--- config.mk ---
export PLATFORM = sky130hd
export DESIGN_NAME = mbrtu_drive_slave
export DESIGN_NICKNAME = d
export VERILOG_FILES = /design/src/rtl/mbrtu_pkg.sv /design/src/rtl/mbrtu_crc_if.sv /design/src/rtl/mbrtu_crc.sv /design/src/rtl/mbrtu_drive_slave.sv
export SDC_FILE = /design/constraint.sdc
export NUM_CORES = 2
export LEC_CHECK = 0
export BUFFER_PORTS_ARGS = -buffer_cell sky130_fd_sc_hd__buf_2
export CELL_PAD_IN_SITES_DETAIL_PLACEMENT = 2
export CELL_PAD_IN_SITES_GLOBAL_PLACEMENT = 2
export CORE_AREA = 4 4 267 269
export CTS_BUF_LIST = sky130_fd_sc_hd__clkbuf_8
export DETAILED_ROUTE_END_ITERATION = 10
export DIE_AREA = 0 0 271 273
export PLACE_DENSITY = 0.94
export SETUP_SLACK_MARGIN = 0.3
export SYNTH_ARGS = -nofsm -noshare
export SYNTH_HDL_FRONTEND = slang
export SYNTH_SLANG_ARGS = --single-unit
--- constraint.sdc ---
create_clock -name sys_clk_in -period 12.8 [get_ports sys_clk_in]
set_input_delay 0 -clock sys_clk_in [delete_from_list [all_inputs] [get_ports sys_clk_in]]
set_output_delay 0 -clock sys_clk_in [all_outputs]
set_load 0.1 [all_outputs]
--- src/rtl/mbrtu_pkg.sv ---
// Shared constants, types and the CRC step for the drive control slave
package mbrtu_pkg;

  // ==========================================================================
  // Types
  typedef logic [7:0]  mbrtu_byte_t;
  typedef logic [15:0] mbrtu_word_t;

  typedef enum logic [1:0] {
    MBRTU_S_RX    = 2'b00,
    MBRTU_S_CHECK = 2'b01,
    MBRTU_S_TX    = 2'b10
  } mbrtu_state_t;

  // ==========================================================================
  // Function and exception codes
  localparam mbrtu_byte_t FC_READ_HOLD     = 8'h03;
  localparam mbrtu_byte_t FC_WRITE_SINGLE  = 8'h06;
  localparam mbrtu_byte_t FC_WRITE_MULTI   = 8'h10;
  localparam mbrtu_byte_t EXC_NONE         = 8'h00;
  localparam mbrtu_byte_t EXC_ILLEGAL_FUNC = 8'h01;
  localparam mbrtu_byte_t EXC_ILLEGAL_ADDR = 8'h02;
  localparam mbrtu_byte_t EXC_ILLEGAL_DATA = 8'h03;
  localparam mbrtu_byte_t EXC_FLAG         = 8'h80;
  localparam mbrtu_byte_t BROADCAST_ADDR   = 8'h00;

  // ==========================================================================
  // Frame layout (byte positions from the slave address byte)
  localparam int POS_ADDR  = 0;
  localparam int POS_FC    = 1;
  localparam int POS_START = 2;
  localparam int POS_QTY   = 4;
  localparam int POS_BCNT  = 6;
  localparam int POS_DATA  = 7;
  localparam int LEN_FIXED_REQ  = 8;
  localparam int LEN_MULTI_HDR  = 9;
  localparam int LEN_MULTI_MAX  = 17;
  localparam int LEN_MIN_FRAME  = 4;
  localparam int LEN_CRC        = 2;
  localparam int LEN_READ_HDR   = 3;
  localparam int LEN_WRITE_ECHO = 6;
  localparam int LEN_EXC_BODY   = 3;

  // ==========================================================================
  // Register map (register numbers, one above the wire address)
  localparam mbrtu_word_t REG_CTRL      = 16'h0001;
  localparam mbrtu_word_t REG_SPEED     = 16'h0002;
  localparam mbrtu_word_t REG_RAMP      = 16'h0004;
  localparam mbrtu_word_t REG_HOLD_LAST = 16'h0004;
  localparam mbrtu_word_t REG_MON_FIRST = 16'h0006;
  localparam mbrtu_word_t REG_LAST      = 16'h0018;
  localparam int          HOLD_COUNT    = 4;
  localparam int          MON_COUNT     = 19;
  localparam mbrtu_word_t HOLD_RESET    = 16'h0000;
  localparam mbrtu_word_t RAMP_MAX      = 16'hea60;

  // Control word bits
  localparam int CTRL_RUN_BIT   = 0;
  localparam int CTRL_FAST_BIT  = 1;
  localparam int CTRL_RESET_BIT = 2;
  localparam int CTRL_COAST_BIT = 3;

  localparam mbrtu_byte_t CMD_SRC_MODBUS = 8'h04;

  // ==========================================================================
  // CRC-16, reflected polynomial
  localparam mbrtu_word_t CRC_INIT = 16'hffff;
  localparam mbrtu_word_t CRC_POLY = 16'ha001;

  function automatic mbrtu_word_t crc_byte(input mbrtu_word_t crc, input mbrtu_byte_t data);
    mbrtu_word_t c;
    c = crc ^ {8'h00, data};
    for (int i = 0; i < 8; i++) begin
      c = c[0] ? ((c >> 1) ^ CRC_POLY) : (c >> 1);
    end
    return c;
  endfunction : crc_byte

endpackage : mbrtu_pkg

--- src/rtl/mbrtu_crc_if.sv ---
// Byte-wise CRC engine connection between the slave and its CRC units
`timescale 1ns/10ps
interface mbrtu_crc_if;
  logic        clear;
  logic        feed;
  logic [7:0]  data;
  logic [15:0] crc;
  logic [15:0] crc_next;

  modport engine (input clear, input feed, input data, output crc, output crc_next);
  modport user   (output clear, output feed, output data, input crc, input crc_next);
endinterface : mbrtu_crc_if

--- src/rtl/mbrtu_crc.sv ---
// Running CRC-16 over a byte stream
`timescale 1ns/10ps
module mbrtu_crc (
  // Clock and reset
  input  wire logic  sys_clk_in,
  input  wire logic  reset_in,
  // Engine port
  mbrtu_crc_if.engine crc_io
);
  import mbrtu_pkg::*;

  typedef struct packed {
    mbrtu_word_t crc;
  } mbrtu_crc_state_t;

  mbrtu_crc_state_t state_reg;
  mbrtu_crc_state_t state_next;

  // Next value is exported so a sender can append the low byte without a bubble
  assign crc_io.crc      = state_reg.crc;
  assign crc_io.crc_next = crc_byte(state_reg.crc, crc_io.data);

  always_comb begin
    state_next = state_reg;
    if (crc_io.clear) begin
      state_next.crc = CRC_INIT;
    end else if (crc_io.feed) begin
      state_next.crc = crc_byte(state_reg.crc, crc_io.data);
    end
  end

  always_ff @(posedge sys_clk_in) begin
    if (reset_in) begin
      state_reg <= '{crc: CRC_INIT};
    end else begin
      state_reg <= state_next;
    end
  end

endmodule : mbrtu_crc

--- src/rtl/mbrtu_drive_slave.sv ---
// Modbus RTU slave front end for drive control, with shared channel arbitration
`timescale 1ns/10ps
//
// Operation
// Two RS-485 channels: peripheral link plus shared Modbus/CAN, concurrently usable.
// Peripheral link stays enabled whatever other interface is active.
// Shared channel runs Modbus or CAN only; Modbus selection disables CAN.
// Fitted fieldbus option module disables both Modbus and CAN.
// Slave accepts function codes 03, 06 and 16.
// Function 16 accepted only for registers 1 through 4.
// Master subtracts one from register number to form wire address.
// With Modbus active every listed register is reachable.
// Registers 1, 2 drive only with command source 4 and no option.
// Ramp register 4 applies only while fieldbus ramp control equals 1.
// Registers 6 to 24 readable regardless of command source.
// Control bit 0 set runs the drive, cleared stops it.
// Control bit 1 requests fast stop on second deceleration ramp.
// Control bit 2 requests reset of all active faults and trips.
// Master clears the reset bit after the fault has cleared.
// Control bit 3 requests a coast stop.
// Master writes speed setpoint in 0.1 Hz units.
// Ramp register accepts 0 to 60000, 0.01 s per count.
// Unsupported function or out-of-range function 16 returns an exception.
module mbrtu_drive_slave #(
  parameter int RX_MAX = mbrtu_pkg::LEN_MULTI_MAX
) (
  // Clock and reset
  input  wire logic                    sys_clk_in,
  input  wire logic                    reset_in,
  // Channel configuration
  input  wire logic                    modbus_select_in,
  input  wire logic                    fieldbus_module_present_in,
  output logic                         periph_link_enable_out,
  output logic                         modbus_enable_out,
  output logic                         can_enable_out,
  // Received bytes of the shared channel
  input  wire mbrtu_pkg::mbrtu_byte_t  rx_data_in,
  input  wire logic                    rx_valid_in,
  input  wire logic                    rx_frame_end_in,
  // Reply bytes
  output mbrtu_pkg::mbrtu_byte_t       tx_data_out,
  output logic                         tx_valid_out,
  input  wire logic                    tx_ready_in,
  // Drive settings
  input  wire mbrtu_pkg::mbrtu_byte_t  slave_addr_in,
  input  wire mbrtu_pkg::mbrtu_byte_t  command_source_select_in,
  input  wire logic                    fieldbus_ramp_enable_in,
  input  wire logic [mbrtu_pkg::MON_COUNT-1:0][15:0] monitor_regs_in,
  // Drive commands
  output logic                         run_out,
  output logic                         fast_stop_out,
  output logic                         fault_reset_out,
  output logic                         coast_stop_out,
  output mbrtu_pkg::mbrtu_word_t       speed_setpoint_out,
  output logic                         ramp_apply_out,
  output mbrtu_pkg::mbrtu_word_t       ramp_time_out
);
  import mbrtu_pkg::*;

  localparam int CNT_W = $clog2(RX_MAX + 1);
  localparam int TXI_W = 8;

  // ==========================================================================
  // Parameter check
  if (RX_MAX < LEN_MULTI_MAX) begin : g_bad_rx_max
    $error("RX_MAX too small for a four register write");
  end

  // ==========================================================================
  // State
  typedef struct packed {
    mbrtu_state_t                 st;
    logic [RX_MAX-1:0][7:0]       rx_bytes;
    logic [CNT_W-1:0]             rx_cnt;
    logic                         overflow;
    mbrtu_byte_t                  exc;
    mbrtu_byte_t                  fc;
    mbrtu_word_t                  start;
    mbrtu_word_t                  qty;
    logic [TXI_W-1:0]             tx_idx;
    logic [TXI_W-1:0]             tx_len;
    mbrtu_byte_t                  tx_data;
    logic [HOLD_COUNT-1:0][15:0]  hold;
    logic                         run;
    logic                         fast;
    logic                         freset;
    logic                         coast;
    mbrtu_word_t                  speed;
    logic                         ramp_apply;
    mbrtu_word_t                  ramp;
  } mbrtu_slave_state_t;

  mbrtu_slave_state_t state_reg;
  mbrtu_slave_state_t state_next;
  logic               modbus_active;
  logic               drive_allowed;

  mbrtu_crc_if rx_crc ();
  mbrtu_crc_if tx_crc ();

  mbrtu_crc u_rx_crc (.sys_clk_in(sys_clk_in), .reset_in(reset_in), .crc_io(rx_crc));
  mbrtu_crc u_tx_crc (.sys_clk_in(sys_clk_in), .reset_in(reset_in), .crc_io(tx_crc));

  // ==========================================================================
  // Channel arbitration
  assign periph_link_enable_out = 1'b1;
  assign modbus_active  = modbus_select_in && !fieldbus_module_present_in;
  assign modbus_enable_out = modbus_active;
  assign can_enable_out = !modbus_select_in && !fieldbus_module_present_in;
  assign drive_allowed = modbus_active && !fieldbus_module_present_in &&
                         (command_source_select_in == CMD_SRC_MODBUS);

  // CRC units only run in the phase they serve, cleared otherwise
  assign rx_crc.clear = (state_reg.st != MBRTU_S_RX) || (rx_frame_end_in && !modbus_active);
  assign rx_crc.feed  = (state_reg.st == MBRTU_S_RX) && rx_valid_in && modbus_active;
  assign rx_crc.data  = rx_data_in;
  assign tx_crc.clear = (state_reg.st != MBRTU_S_TX);
  assign tx_crc.feed  = (state_reg.st == MBRTU_S_TX) && tx_ready_in &&
                        (state_reg.tx_idx < state_reg.tx_len - TXI_W'(LEN_CRC));
  assign tx_crc.data  = state_reg.tx_data;

  assign tx_valid_out = (state_reg.st == MBRTU_S_TX);
  assign tx_data_out  = state_reg.tx_data;

  assign run_out            = state_reg.run;
  assign fast_stop_out      = state_reg.fast;
  assign fault_reset_out    = state_reg.freset;
  assign coast_stop_out     = state_reg.coast;
  assign speed_setpoint_out = state_reg.speed;
  assign ramp_apply_out     = state_reg.ramp_apply;
  assign ramp_time_out      = state_reg.ramp;

  // ==========================================================================
  // Register read and reply byte generation
  function automatic mbrtu_word_t read_reg(input mbrtu_word_t num, input mbrtu_slave_state_t s);
    mbrtu_word_t w;
    w = 16'h0000;
    if (num >= REG_CTRL && num <= REG_HOLD_LAST) begin
      w = s.hold[2'(num - REG_CTRL)];
    end else if (num >= REG_MON_FIRST && num <= REG_LAST) begin
      w = monitor_regs_in[5'(num - REG_MON_FIRST)];
    end
    return w;
  endfunction : read_reg

  function automatic mbrtu_byte_t body_byte(input logic [TXI_W-1:0] idx,
                                            input mbrtu_slave_state_t s);
    mbrtu_byte_t      b;
    mbrtu_word_t      w;
    logic [TXI_W-1:0] k;
    k = idx - TXI_W'(LEN_READ_HDR);
    w = read_reg(s.start + REG_CTRL + 16'(k >> 1), s);
    if (s.exc != EXC_NONE) begin
      b = (idx == TXI_W'(POS_ADDR)) ? s.rx_bytes[POS_ADDR] :
          (idx == TXI_W'(POS_FC))   ? (s.fc | EXC_FLAG) : s.exc;
    end else if (s.fc == FC_READ_HOLD) begin
      b = (idx == TXI_W'(POS_ADDR)) ? s.rx_bytes[POS_ADDR] :
          (idx == TXI_W'(POS_FC))   ? s.fc :
          (idx == TXI_W'(POS_START)) ? s.qty[6:0] << 1 :
          (k[0] ? w[7:0] : w[15:8]);
    end else begin
      b = s.rx_bytes[idx[$clog2(RX_MAX)-1:0]];
    end
    return b;
  endfunction : body_byte

  // ==========================================================================
  // Frame handling
  always_comb begin
    mbrtu_byte_t      addr;
    mbrtu_byte_t      fc;
    mbrtu_word_t      start;
    mbrtu_word_t      qty;
    mbrtu_word_t      first;
    logic [16:0]      last_p1;
    mbrtu_word_t      word;
    mbrtu_word_t      num;
    mbrtu_byte_t      exc;
    logic             frame_ok;
    logic             len_ok;
    logic [TXI_W-1:0] nb;
    state_next = state_reg;
    word    = 16'h0000;
    num     = 16'h0000;
    addr    = state_reg.rx_bytes[POS_ADDR];
    fc      = state_reg.rx_bytes[POS_FC];
    start   = {state_reg.rx_bytes[POS_START], state_reg.rx_bytes[POS_START+1]};
    qty     = {state_reg.rx_bytes[POS_QTY], state_reg.rx_bytes[POS_QTY+1]};
    first   = start + REG_CTRL;
    last_p1 = {1'b0, start} + {1'b0, qty};
    exc     = EXC_NONE;
    len_ok  = 1'b0;
    nb      = state_reg.tx_idx + TXI_W'(1);
    frame_ok = !state_reg.overflow && (rx_crc.crc == 16'h0000) &&
               (state_reg.rx_cnt >= CNT_W'(LEN_MIN_FRAME)) &&
               (addr == slave_addr_in || addr == BROADCAST_ADDR);

    case (state_reg.st)
      MBRTU_S_RX: begin
        if (rx_valid_in && modbus_active) begin
          if (state_reg.rx_cnt < CNT_W'(RX_MAX)) begin
            state_next.rx_bytes[state_reg.rx_cnt] = rx_data_in;
            state_next.rx_cnt = state_reg.rx_cnt + CNT_W'(1);
          end else begin
            state_next.overflow = 1'b1;
          end
        end
        if (rx_frame_end_in) begin
          if (modbus_active && state_next.rx_cnt != '0) begin
            state_next.st = MBRTU_S_CHECK;
          end else begin
            state_next.rx_cnt   = '0;
            state_next.overflow = 1'b0;
          end
        end
      end
      MBRTU_S_CHECK: begin
        case (fc)
          FC_READ_HOLD: begin
            len_ok = (state_reg.rx_cnt == CNT_W'(LEN_FIXED_REQ)) && (addr != BROADCAST_ADDR);
            if (qty == 16'h0000 || qty > REG_LAST) begin
              exc = EXC_ILLEGAL_DATA;
            end else if (last_p1 > {1'b0, REG_LAST}) begin
              exc = EXC_ILLEGAL_ADDR;
            end
          end
          FC_WRITE_SINGLE: begin
            len_ok = (state_reg.rx_cnt == CNT_W'(LEN_FIXED_REQ));
            if (first < REG_CTRL || first > REG_HOLD_LAST) begin
              exc = EXC_ILLEGAL_ADDR;
            end else if (first == REG_RAMP && qty > RAMP_MAX) begin
              exc = EXC_ILLEGAL_DATA;
            end
          end
          FC_WRITE_MULTI: begin
            len_ok = (state_reg.rx_cnt ==
                      CNT_W'(LEN_MULTI_HDR) + CNT_W'(state_reg.rx_bytes[POS_BCNT]));
            if (qty == 16'h0000 || qty > REG_HOLD_LAST) begin
              exc = EXC_ILLEGAL_DATA;
            end else if (last_p1 > {1'b0, REG_HOLD_LAST}) begin
              exc = EXC_ILLEGAL_ADDR;
            end else if (state_reg.rx_bytes[POS_BCNT] != qty[6:0] << 1) begin
              exc = EXC_ILLEGAL_DATA;
            end
            for (int i = 0; i < HOLD_COUNT; i++) begin
              word = {state_reg.rx_bytes[POS_DATA+2*i], state_reg.rx_bytes[POS_DATA+2*i+1]};
              if (16'(i) < qty && first + 16'(i) == REG_RAMP && word > RAMP_MAX &&
                  exc == EXC_NONE) begin
                exc = EXC_ILLEGAL_DATA;
              end
            end
          end
          default: begin
            len_ok = 1'b1;
            exc    = EXC_ILLEGAL_FUNC;
          end
        endcase
        if (frame_ok && len_ok) begin
          if (exc == EXC_NONE && fc == FC_WRITE_SINGLE) begin
            state_next.hold[2'(first - REG_CTRL)] = qty;
          end
          if (exc == EXC_NONE && fc == FC_WRITE_MULTI) begin
            for (int i = 0; i < HOLD_COUNT; i++) begin
              num  = first + 16'(i);
              word = {state_reg.rx_bytes[POS_DATA+2*i], state_reg.rx_bytes[POS_DATA+2*i+1]};
              if (16'(i) < qty) begin
                state_next.hold[2'(num - REG_CTRL)] = word;
              end
            end
          end
          state_next.exc     = exc;
          state_next.fc      = fc;
          state_next.start   = start;
          state_next.qty     = qty;
          state_next.tx_idx  = '0;
          state_next.tx_data = addr;
          state_next.tx_len  = (exc != EXC_NONE) ? TXI_W'(LEN_EXC_BODY + LEN_CRC) :
                               (fc == FC_READ_HOLD) ?
                               TXI_W'(LEN_READ_HDR + LEN_CRC) + TXI_W'(qty << 1) :
                               TXI_W'(LEN_WRITE_ECHO + LEN_CRC);
          // Broadcast writes take effect but are never answered
          state_next.st = (addr == BROADCAST_ADDR) ? MBRTU_S_RX : MBRTU_S_TX;
        end else begin
          state_next.st = MBRTU_S_RX;
        end
        state_next.rx_cnt   = '0;
        state_next.overflow = 1'b0;
      end
      MBRTU_S_TX: begin
        if (tx_ready_in) begin
          state_next.tx_idx = nb;
          if (state_reg.tx_idx == state_reg.tx_len - TXI_W'(1)) begin
            state_next.st = MBRTU_S_RX;
          end else if (nb < state_reg.tx_len - TXI_W'(LEN_CRC)) begin
            state_next.tx_data = body_byte(nb, state_reg);
          end else if (nb == state_reg.tx_len - TXI_W'(LEN_CRC)) begin
            state_next.tx_data = tx_crc.crc_next[7:0];
          end else begin
            state_next.tx_data = tx_crc.crc[15:8];
          end
        end
      end
      default: begin
        state_next.st = MBRTU_S_RX;
      end
    endcase

    // Drive commands; run bits and speed only when Modbus owns the drive, ramp gated by fieldbus ramp control alone
    state_next.run    = drive_allowed && state_reg.hold[0][CTRL_RUN_BIT];
    state_next.fast   = drive_allowed && state_reg.hold[0][CTRL_FAST_BIT];
    state_next.freset = drive_allowed && state_reg.hold[0][CTRL_RESET_BIT];
    state_next.coast  = drive_allowed && state_reg.hold[0][CTRL_COAST_BIT];
    state_next.speed  = drive_allowed ? state_reg.hold[1] : 16'h0000;
    state_next.ramp_apply = fieldbus_ramp_enable_in;
    state_next.ramp   = fieldbus_ramp_enable_in ? state_reg.hold[3] : 16'h0000;
  end

  always_ff @(posedge sys_clk_in) begin
    if (reset_in) begin
      state_reg            <= '0;
      state_reg.st         <= MBRTU_S_RX;
      state_reg.hold       <= {HOLD_COUNT{HOLD_RESET}};
    end else begin
      state_reg <= state_next;
    end
  end

endmodule : mbrtu_drive_slave

Word-level counts from Yosys, hierarchy flattened. Cells that the tools add are included.

$add $sub $neg: 20. Multipliers: 0. Divide/modulo/power cells: 0. $lt $le $gt $ge: 36. Eq/ne operators: 28. Shift operators: 0. Mux-type cells: 112. Bitwise operators: 20. Reductions and logical operators: 77.

Operator list (count): 64-bit two-way mux (17); 16-bit two-way mux (24); 64-bit bitwise mux (5); 142-bit two-way mux (2); 8-bit two-way mux (30); 141-bit two-way mux (1); 136-bit bitwise mux (1); 16-bit demux with 2-bit select (4); 88-bit two-way mux (1); 16-bit binary-select mux with 5-bit select (1); 16-bit greater-than comparator, second input constant (5); 16-bit by 3-bit == test with 1-bit output, second input constant (4); 8-bit zero test (7); 16-bit by 1-bit adder with 16-bit output, second input constant (3); 2-bit NOT with 3-bit output (16); 1-bit logical AND (42); 8-bit binary-select mux with 5-bit select (1); 8-bit demux with 5-bit select (1); 16-bit by 2-bit adder with 16-bit output, second input constant (2); 16-bit binary-select mux with 2-bit select (1); 16-bit by 3-bit greater-than comparator with 1-bit output, second input constant (2); 16-bit zero test (2); 1-bit by 16-bit < comparator with 1-bit output, first input constant (2); 2-bit by 16-bit < comparator with 1-bit output, first input constant (2); other kinds (57) (117).

Register bits: 340. Latch bits: 0. Memory bits (writable): 0. ROM bits: 0. Output and inout port bits: 49. Memories: 0.

Depth between registers and ports, before layout.
Word-level depth: 51. Gate-level depth with buffers: 25. Mapped depth without buffers: 18.

Cells and area by module. From an unflattened synthesis, not the netlist that was laid out.

Cell total of the unflattened synthesis: 3379. Area total of the unflattened synthesis: 27028.4 um2.

By module, submodules not included: mbrtu_drive_slave (instances 1, cells an instance 3195, area each 25319.3 um2, sequential area each 6045.8 um2); mbrtu_crc (instances 2, cells an instance 92, area each 854.6 um2, sequential area each 320.3 um2).

Worst setup path before layout. OpenSTA, ideal clock, no wires.

Path kind: register -> register. From: register state_reg[117] in the netlist's numbering. To: register state_reg (netlist bit tx_data_out[5]). Setup time: 132 ps. Arrival time: 6522 ps. Data required time: 12668 ps. Slack: 6146 ps. Stages on the path, launching flop included: 25. Buffers on the path: 10. Path through: dfxtp_1 clkbuf_1 buf_2 inv_1 clkbuf_1 clkbuf_1 ha_1 nor2_1 ha_1 inv_1 fa_1 buf_1 clkbuf_1 buf_1 inv_1 clkbuf_1 ha_1 buf_1 clkbuf_1 mux4_2 nand2_1 a21oi_1 a311o_1 a21oi_1 nor3_1.

Word-level cells in the longest chain between the ends: 18. Elaborated cells on any way between the ends: 40. Classes of those cells: add/sub: 5; order compare: 5; eq/ne: 5; mux: 21; reduce/logical: 4.

RTL lines: start, declared (RTL line mbrtu_drive_slave.sv:93) `mbrtu_slave_state_t state_reg;`; start signal, assigned (RTL line mbrtu_drive_slave.sv:324) `state_reg <= state_next;`; 8-bit by 1-bit adder with 8-bit output (RTL line mbrtu_drive_slave.sv:193) `nb = state_reg.tx_idx + TXI_W'(1);`; 8-bit by 2-bit subtractor with 8-bit output (RTL line mbrtu_drive_slave.sv:151) `k = idx - TXI_W'(LEN_READ_HDR);`; 16-bit by 7-bit adder with 16-bit output (RTL line mbrtu_drive_slave.sv:152) `w = read_reg(s.start + REG_CTRL + 16'(k >> 1), s);`; 5-bit by 3-bit subtractor with 5-bit output (RTL line mbrtu_drive_slave.sv:141) `w = monitor_regs_in[5'(num - REG_MON_FIRST)];`; 16-bit binary-select mux with 5-bit select (RTL line mbrtu_drive_slave.sv:141); 16-bit two-way mux (implied by the code) (RTL line mbrtu_drive_slave.sv:141); 16-bit two-way mux (RTL line mbrtu_drive_slave.sv:140) `end else if (num >= REG_MON_FIRST && num <= REG_LAST) begin`; 16-bit two-way mux (RTL line mbrtu_drive_slave.sv:138) `if (num >= REG_CTRL && num <= REG_HOLD_LAST) begin`; [... 2 more ...]; 8-bit two-way mux (RTL line mbrtu_drive_slave.sv:158) `(idx == TXI_W'(POS_FC)) ? s.fc :`; 8-bit two-way mux (RTL line mbrtu_drive_slave.sv:157) `b = (idx == TXI_W'(POS_ADDR)) ? s.rx_bytes[POS_ADDR] :`; 8-bit two-way mux (RTL line mbrtu_drive_slave.sv:156) `end else if (s.fc == FC_READ_HOLD) begin`; 8-bit two-way mux (RTL line mbrtu_drive_slave.sv:153) `if (s.exc != EXC_NONE) begin`; 8-bit two-way mux (RTL line mbrtu_drive_slave.sv:294) `end else if (nb < state_reg.tx_len - TXI_W'(LEN_CRC)) begin`; 8-bit two-way mux (RTL line mbrtu_drive_slave.sv:292) `if (state_reg.tx_idx == state_reg.tx_len - TXI_W'(1)) begin`; 8-bit two-way mux (RTL line mbrtu_drive_slave.sv:290) `if (tx_ready_in) begin`; 8-bit one-hot mux with 2 select lines (RTL line mbrtu_drive_slave.sv:198) `case (state_reg.st)`.

Several ways; a longest one is shown, not always the timed one. The select of a mux whose other input is x is not followed. A chain may end at the register's enable or synchronous reset.

Final worst setup path.
From: register state_reg[117] in the netlist's numbering. To: register state_reg (netlist bit tx_data_out[0]).

Same word-level chain as after synthesis.

==> results.tsv <==
metric	value	unit
status	completed	
vias in the first global route	32800	
number of flip-flops under the largest register name	257	
DP HPWL	118000	um
CP Class	reg2reg	
total congestion overflow	0	
row cnt	96	
power per cell area	82.9	mW/mm^2
Via Count	31700	
CTS Root Cell	clkbuf_8	
final net count	3880	
synthesis-stage register bit count	334	
die extent in x	271	um
synthesized cell area	0.0260	mm^2
Worst Setup SP	state_reg[117]	
Main synth FF type	dfxtp_1	
Clock Sinks	334	
Routed Antenna Nets	0	
Top Ports	385	
maxcap violations	0	
setup slack after layout	6.23	ns
Cells after Synth	3228	
maximum clock rate	152	MHz
busiest layer in global routing	met2	
count of final hold-check violations	0	
met1 usage	53.2	%
reg2reg start	state_reg[117]	
leakage power	0.0114	uW
final hold slack	0.0253	ns
Crit Path Max Fanout	46	
HP Class	in2reg	
fraction of registers with async set/reset	0	%
Final GP Congestion	1.00	
CP most frequent cell	xnor2_1	
Synth cell types	98	
Worst-Skew Late Latency	0.72	ns
H-tree depth	3	
Clock Tree Buf Depth	3	
CP endpoint kind	register	
first-pass GRT wire length	236000	um
area growth from synthesis to layout	15.2	%
final worst path period need	6.57	ns
DIE AREA	0.0740	mm^2
period utilisation layout	51.3	%
layout cells sized above 1	20.8	%
Startpoint Class	register	
Die H	273	um
Syn Nets	3632	
Pwr Total	2480	uW
Least-Margin Pin Slew	1.30	ns
met2 Use GR	64.1	%
pre-CTS setup slack	6.56	ns
commonest non-fill, non-tap cell in the layout	buf_2	
R2R setup slack	6.23	ns
Synth warnings	0	
port bufs	383	
Slowest cell on crit path	xnor2_1	
DR WL/cell	37.5	um
top-area cell type share of the netlist area	25.8	%
GR Util All Layers	43.0	%
crit path to	tx_data_out[0]	
Critical R2R Capture	tx_data_out[0]	
RSZ-0062 raised after global routing	no	
effective utilization at floorplan	37.8	%
post-cts repair resize count	0	
Inserted Clock Buffers	67	
DR pass1 iterations	6	
drt drc	0	
initial antenna violation count	33	
slew margin rel.	12.8	%
Crit path largest cell delay	1.06	ns
commonest cells after routing, fill and taps aside	buf_2, nand2_1, dfxtp_1	
post-synthesis sequential area ratio	25.8	%
synth top area cells	dfxtp_1, mux4_2, mux2i_1	
Via-to-Cell Ratio	7.08	
Critical Path RT	13.38	ns
met3 Use GR	15.5	%
Layout Skew	0.0617	ns
CTS tree	built	
number of synthesized flops with an enable pin	0	
syn_area_per_cell	8.04	um^2
dominant cell type by area after synthesis	dfxtp_1	
final setup violation count	0	
largest net degree at the start of global routing	75	
critical path, cell by cell	buf_4, ha_1, xnor2_1, inv_1, a21oi_1, xnor2_1, ha_1, o21ai_0, a21boi_0, o21ai_0, xnor2_1, nand2_1, nand3b_1, o2111ai_1, a211o_1, a31o_2, a211oi_1	
Peak VDD IR	0.0852	mV
Core Region	0.0686	mm^2
Slew Limit Fails	0	
setup tns final	0	ns
crit path DAT	7.15	ns
1st-iter DRT viols	4875	
CTS clk-pin slew, worst paths	0.06	ns
R2R depth	17	
final WL	168000	um
## timing repair
action                     4_1_cts  5_1_grt
setup endpoints to repair        0        0
hold buffers                    17        0
buffers inserted                 0        0
hold endpoints to repair       103        0
## kinds of logic (layout without fill, tap and decap cells)
group                      after synthesis  after routing  synth area share, %
and+or+nand+nor                       1209           1209                 22.0
AOI/OAI and AO/OA                      826            826                 20.7
buffers and inverters                  350            645                 6.05
DFF                                    334            334                 25.8
muxes                                  284            284                 16.7
xor gates and xnor gates               156            156                 5.46
adders and majority gates               68             68                 3.34
other                                    1             24               0.0144
## through the flow
step,util [%],area [um^2],instances
after floorplan,-,26000,3228
after global placement,41.2,28300,4320
after detailed placement,41.2,28300,4320
after CTS,43.5,29800,4453
after global routing,43.5,29900,4459
final,43.6,29900,4477
## layout make-up
type	count	area, um^2
fill	7727	38700
multi-input combinational	2544	17700
sequential	334	6690
timing repair buffer	470	2620
tap	931	1160
clock buffer	82	1130
clock inverter	34	283
inverter	59	221
antenna	23	57.6
## report_power, final
part	total, uW	switching (uW)	internal, uW
logic	183	106	77.0
registers	1050	3.62	1040
clock network	1250	586	666
## layer usage
| metal | routed length [um] | vias to the layer above |
|---|---|---|
| met2 | 71400 | 2544 |
| met1 | 62600 | 15900 |
| met4 | 12400 | 14 |
| met3 | 21400 | 853 |
| met5 | 104 | - |
| li1 | - | 12400 |
## worst max-delay path: cells and delay by family (launching register included)
family                   cells  cell delay (ns)
buffers and inverters        2             0.49
XOR/XNOR                     3             2.22
adder cells (fa/ha/maj)      2             0.75
AND/OR/NAND/NOR              2             0.41
AO/OA/AOI/OAI                8             2.29
flip-flops                   1             0.32
## how the worst min path moves through the flow
stage,depth (start not counted),startpoint,endpoint
6_report,5,modbus_select_in,u_rx_crc.crc_io.crc[5]
5_1_grt,5,modbus_select_in,u_rx_crc.crc_io.crc[3]
4_1_cts,5,modbus_select_in,u_rx_crc.crc_io.crc[4]
3_5_place_dp,3,rx_frame_end_in,state_reg[315]
3_3_place_gp,3,rx_frame_end_in,state_reg[315]
2_1_floorplan,2,rx_frame_end_in,state_reg[315]
## synth_stat cells, types with 10 or more instances
cell,instances
nand2_1,375
a21o_1,11
o22ai_1,63
xnor2_1,97
buf_2,39
a31oi_1,21
a221o_1,13
nand4_1,50
and2_1,50
a221oi_1,32
mux2i_1,162
or3_1,29
o2111ai_1,24
nand2b_1,21
mux4_2,118
buf_1,20
inv_1,58
nand3_1,122
dfxtp_1,334
nor2_1,317
clkbuf_1,180
nor2b_1,16
o21ai_1,13
and3_1,24
o2111a_1,14
nor4_1,32
o21a_1,13
buf_4,45
a211oi_1,13
o211ai_1,38
ha_1,66
a21oi_1,273
a221oi_2,10
nor3_1,104
nor3b_1,10
o221ai_1,13
xor2_1,54
o21ai_0,167
Note: power is estimated with default switching activity, not from simulation.
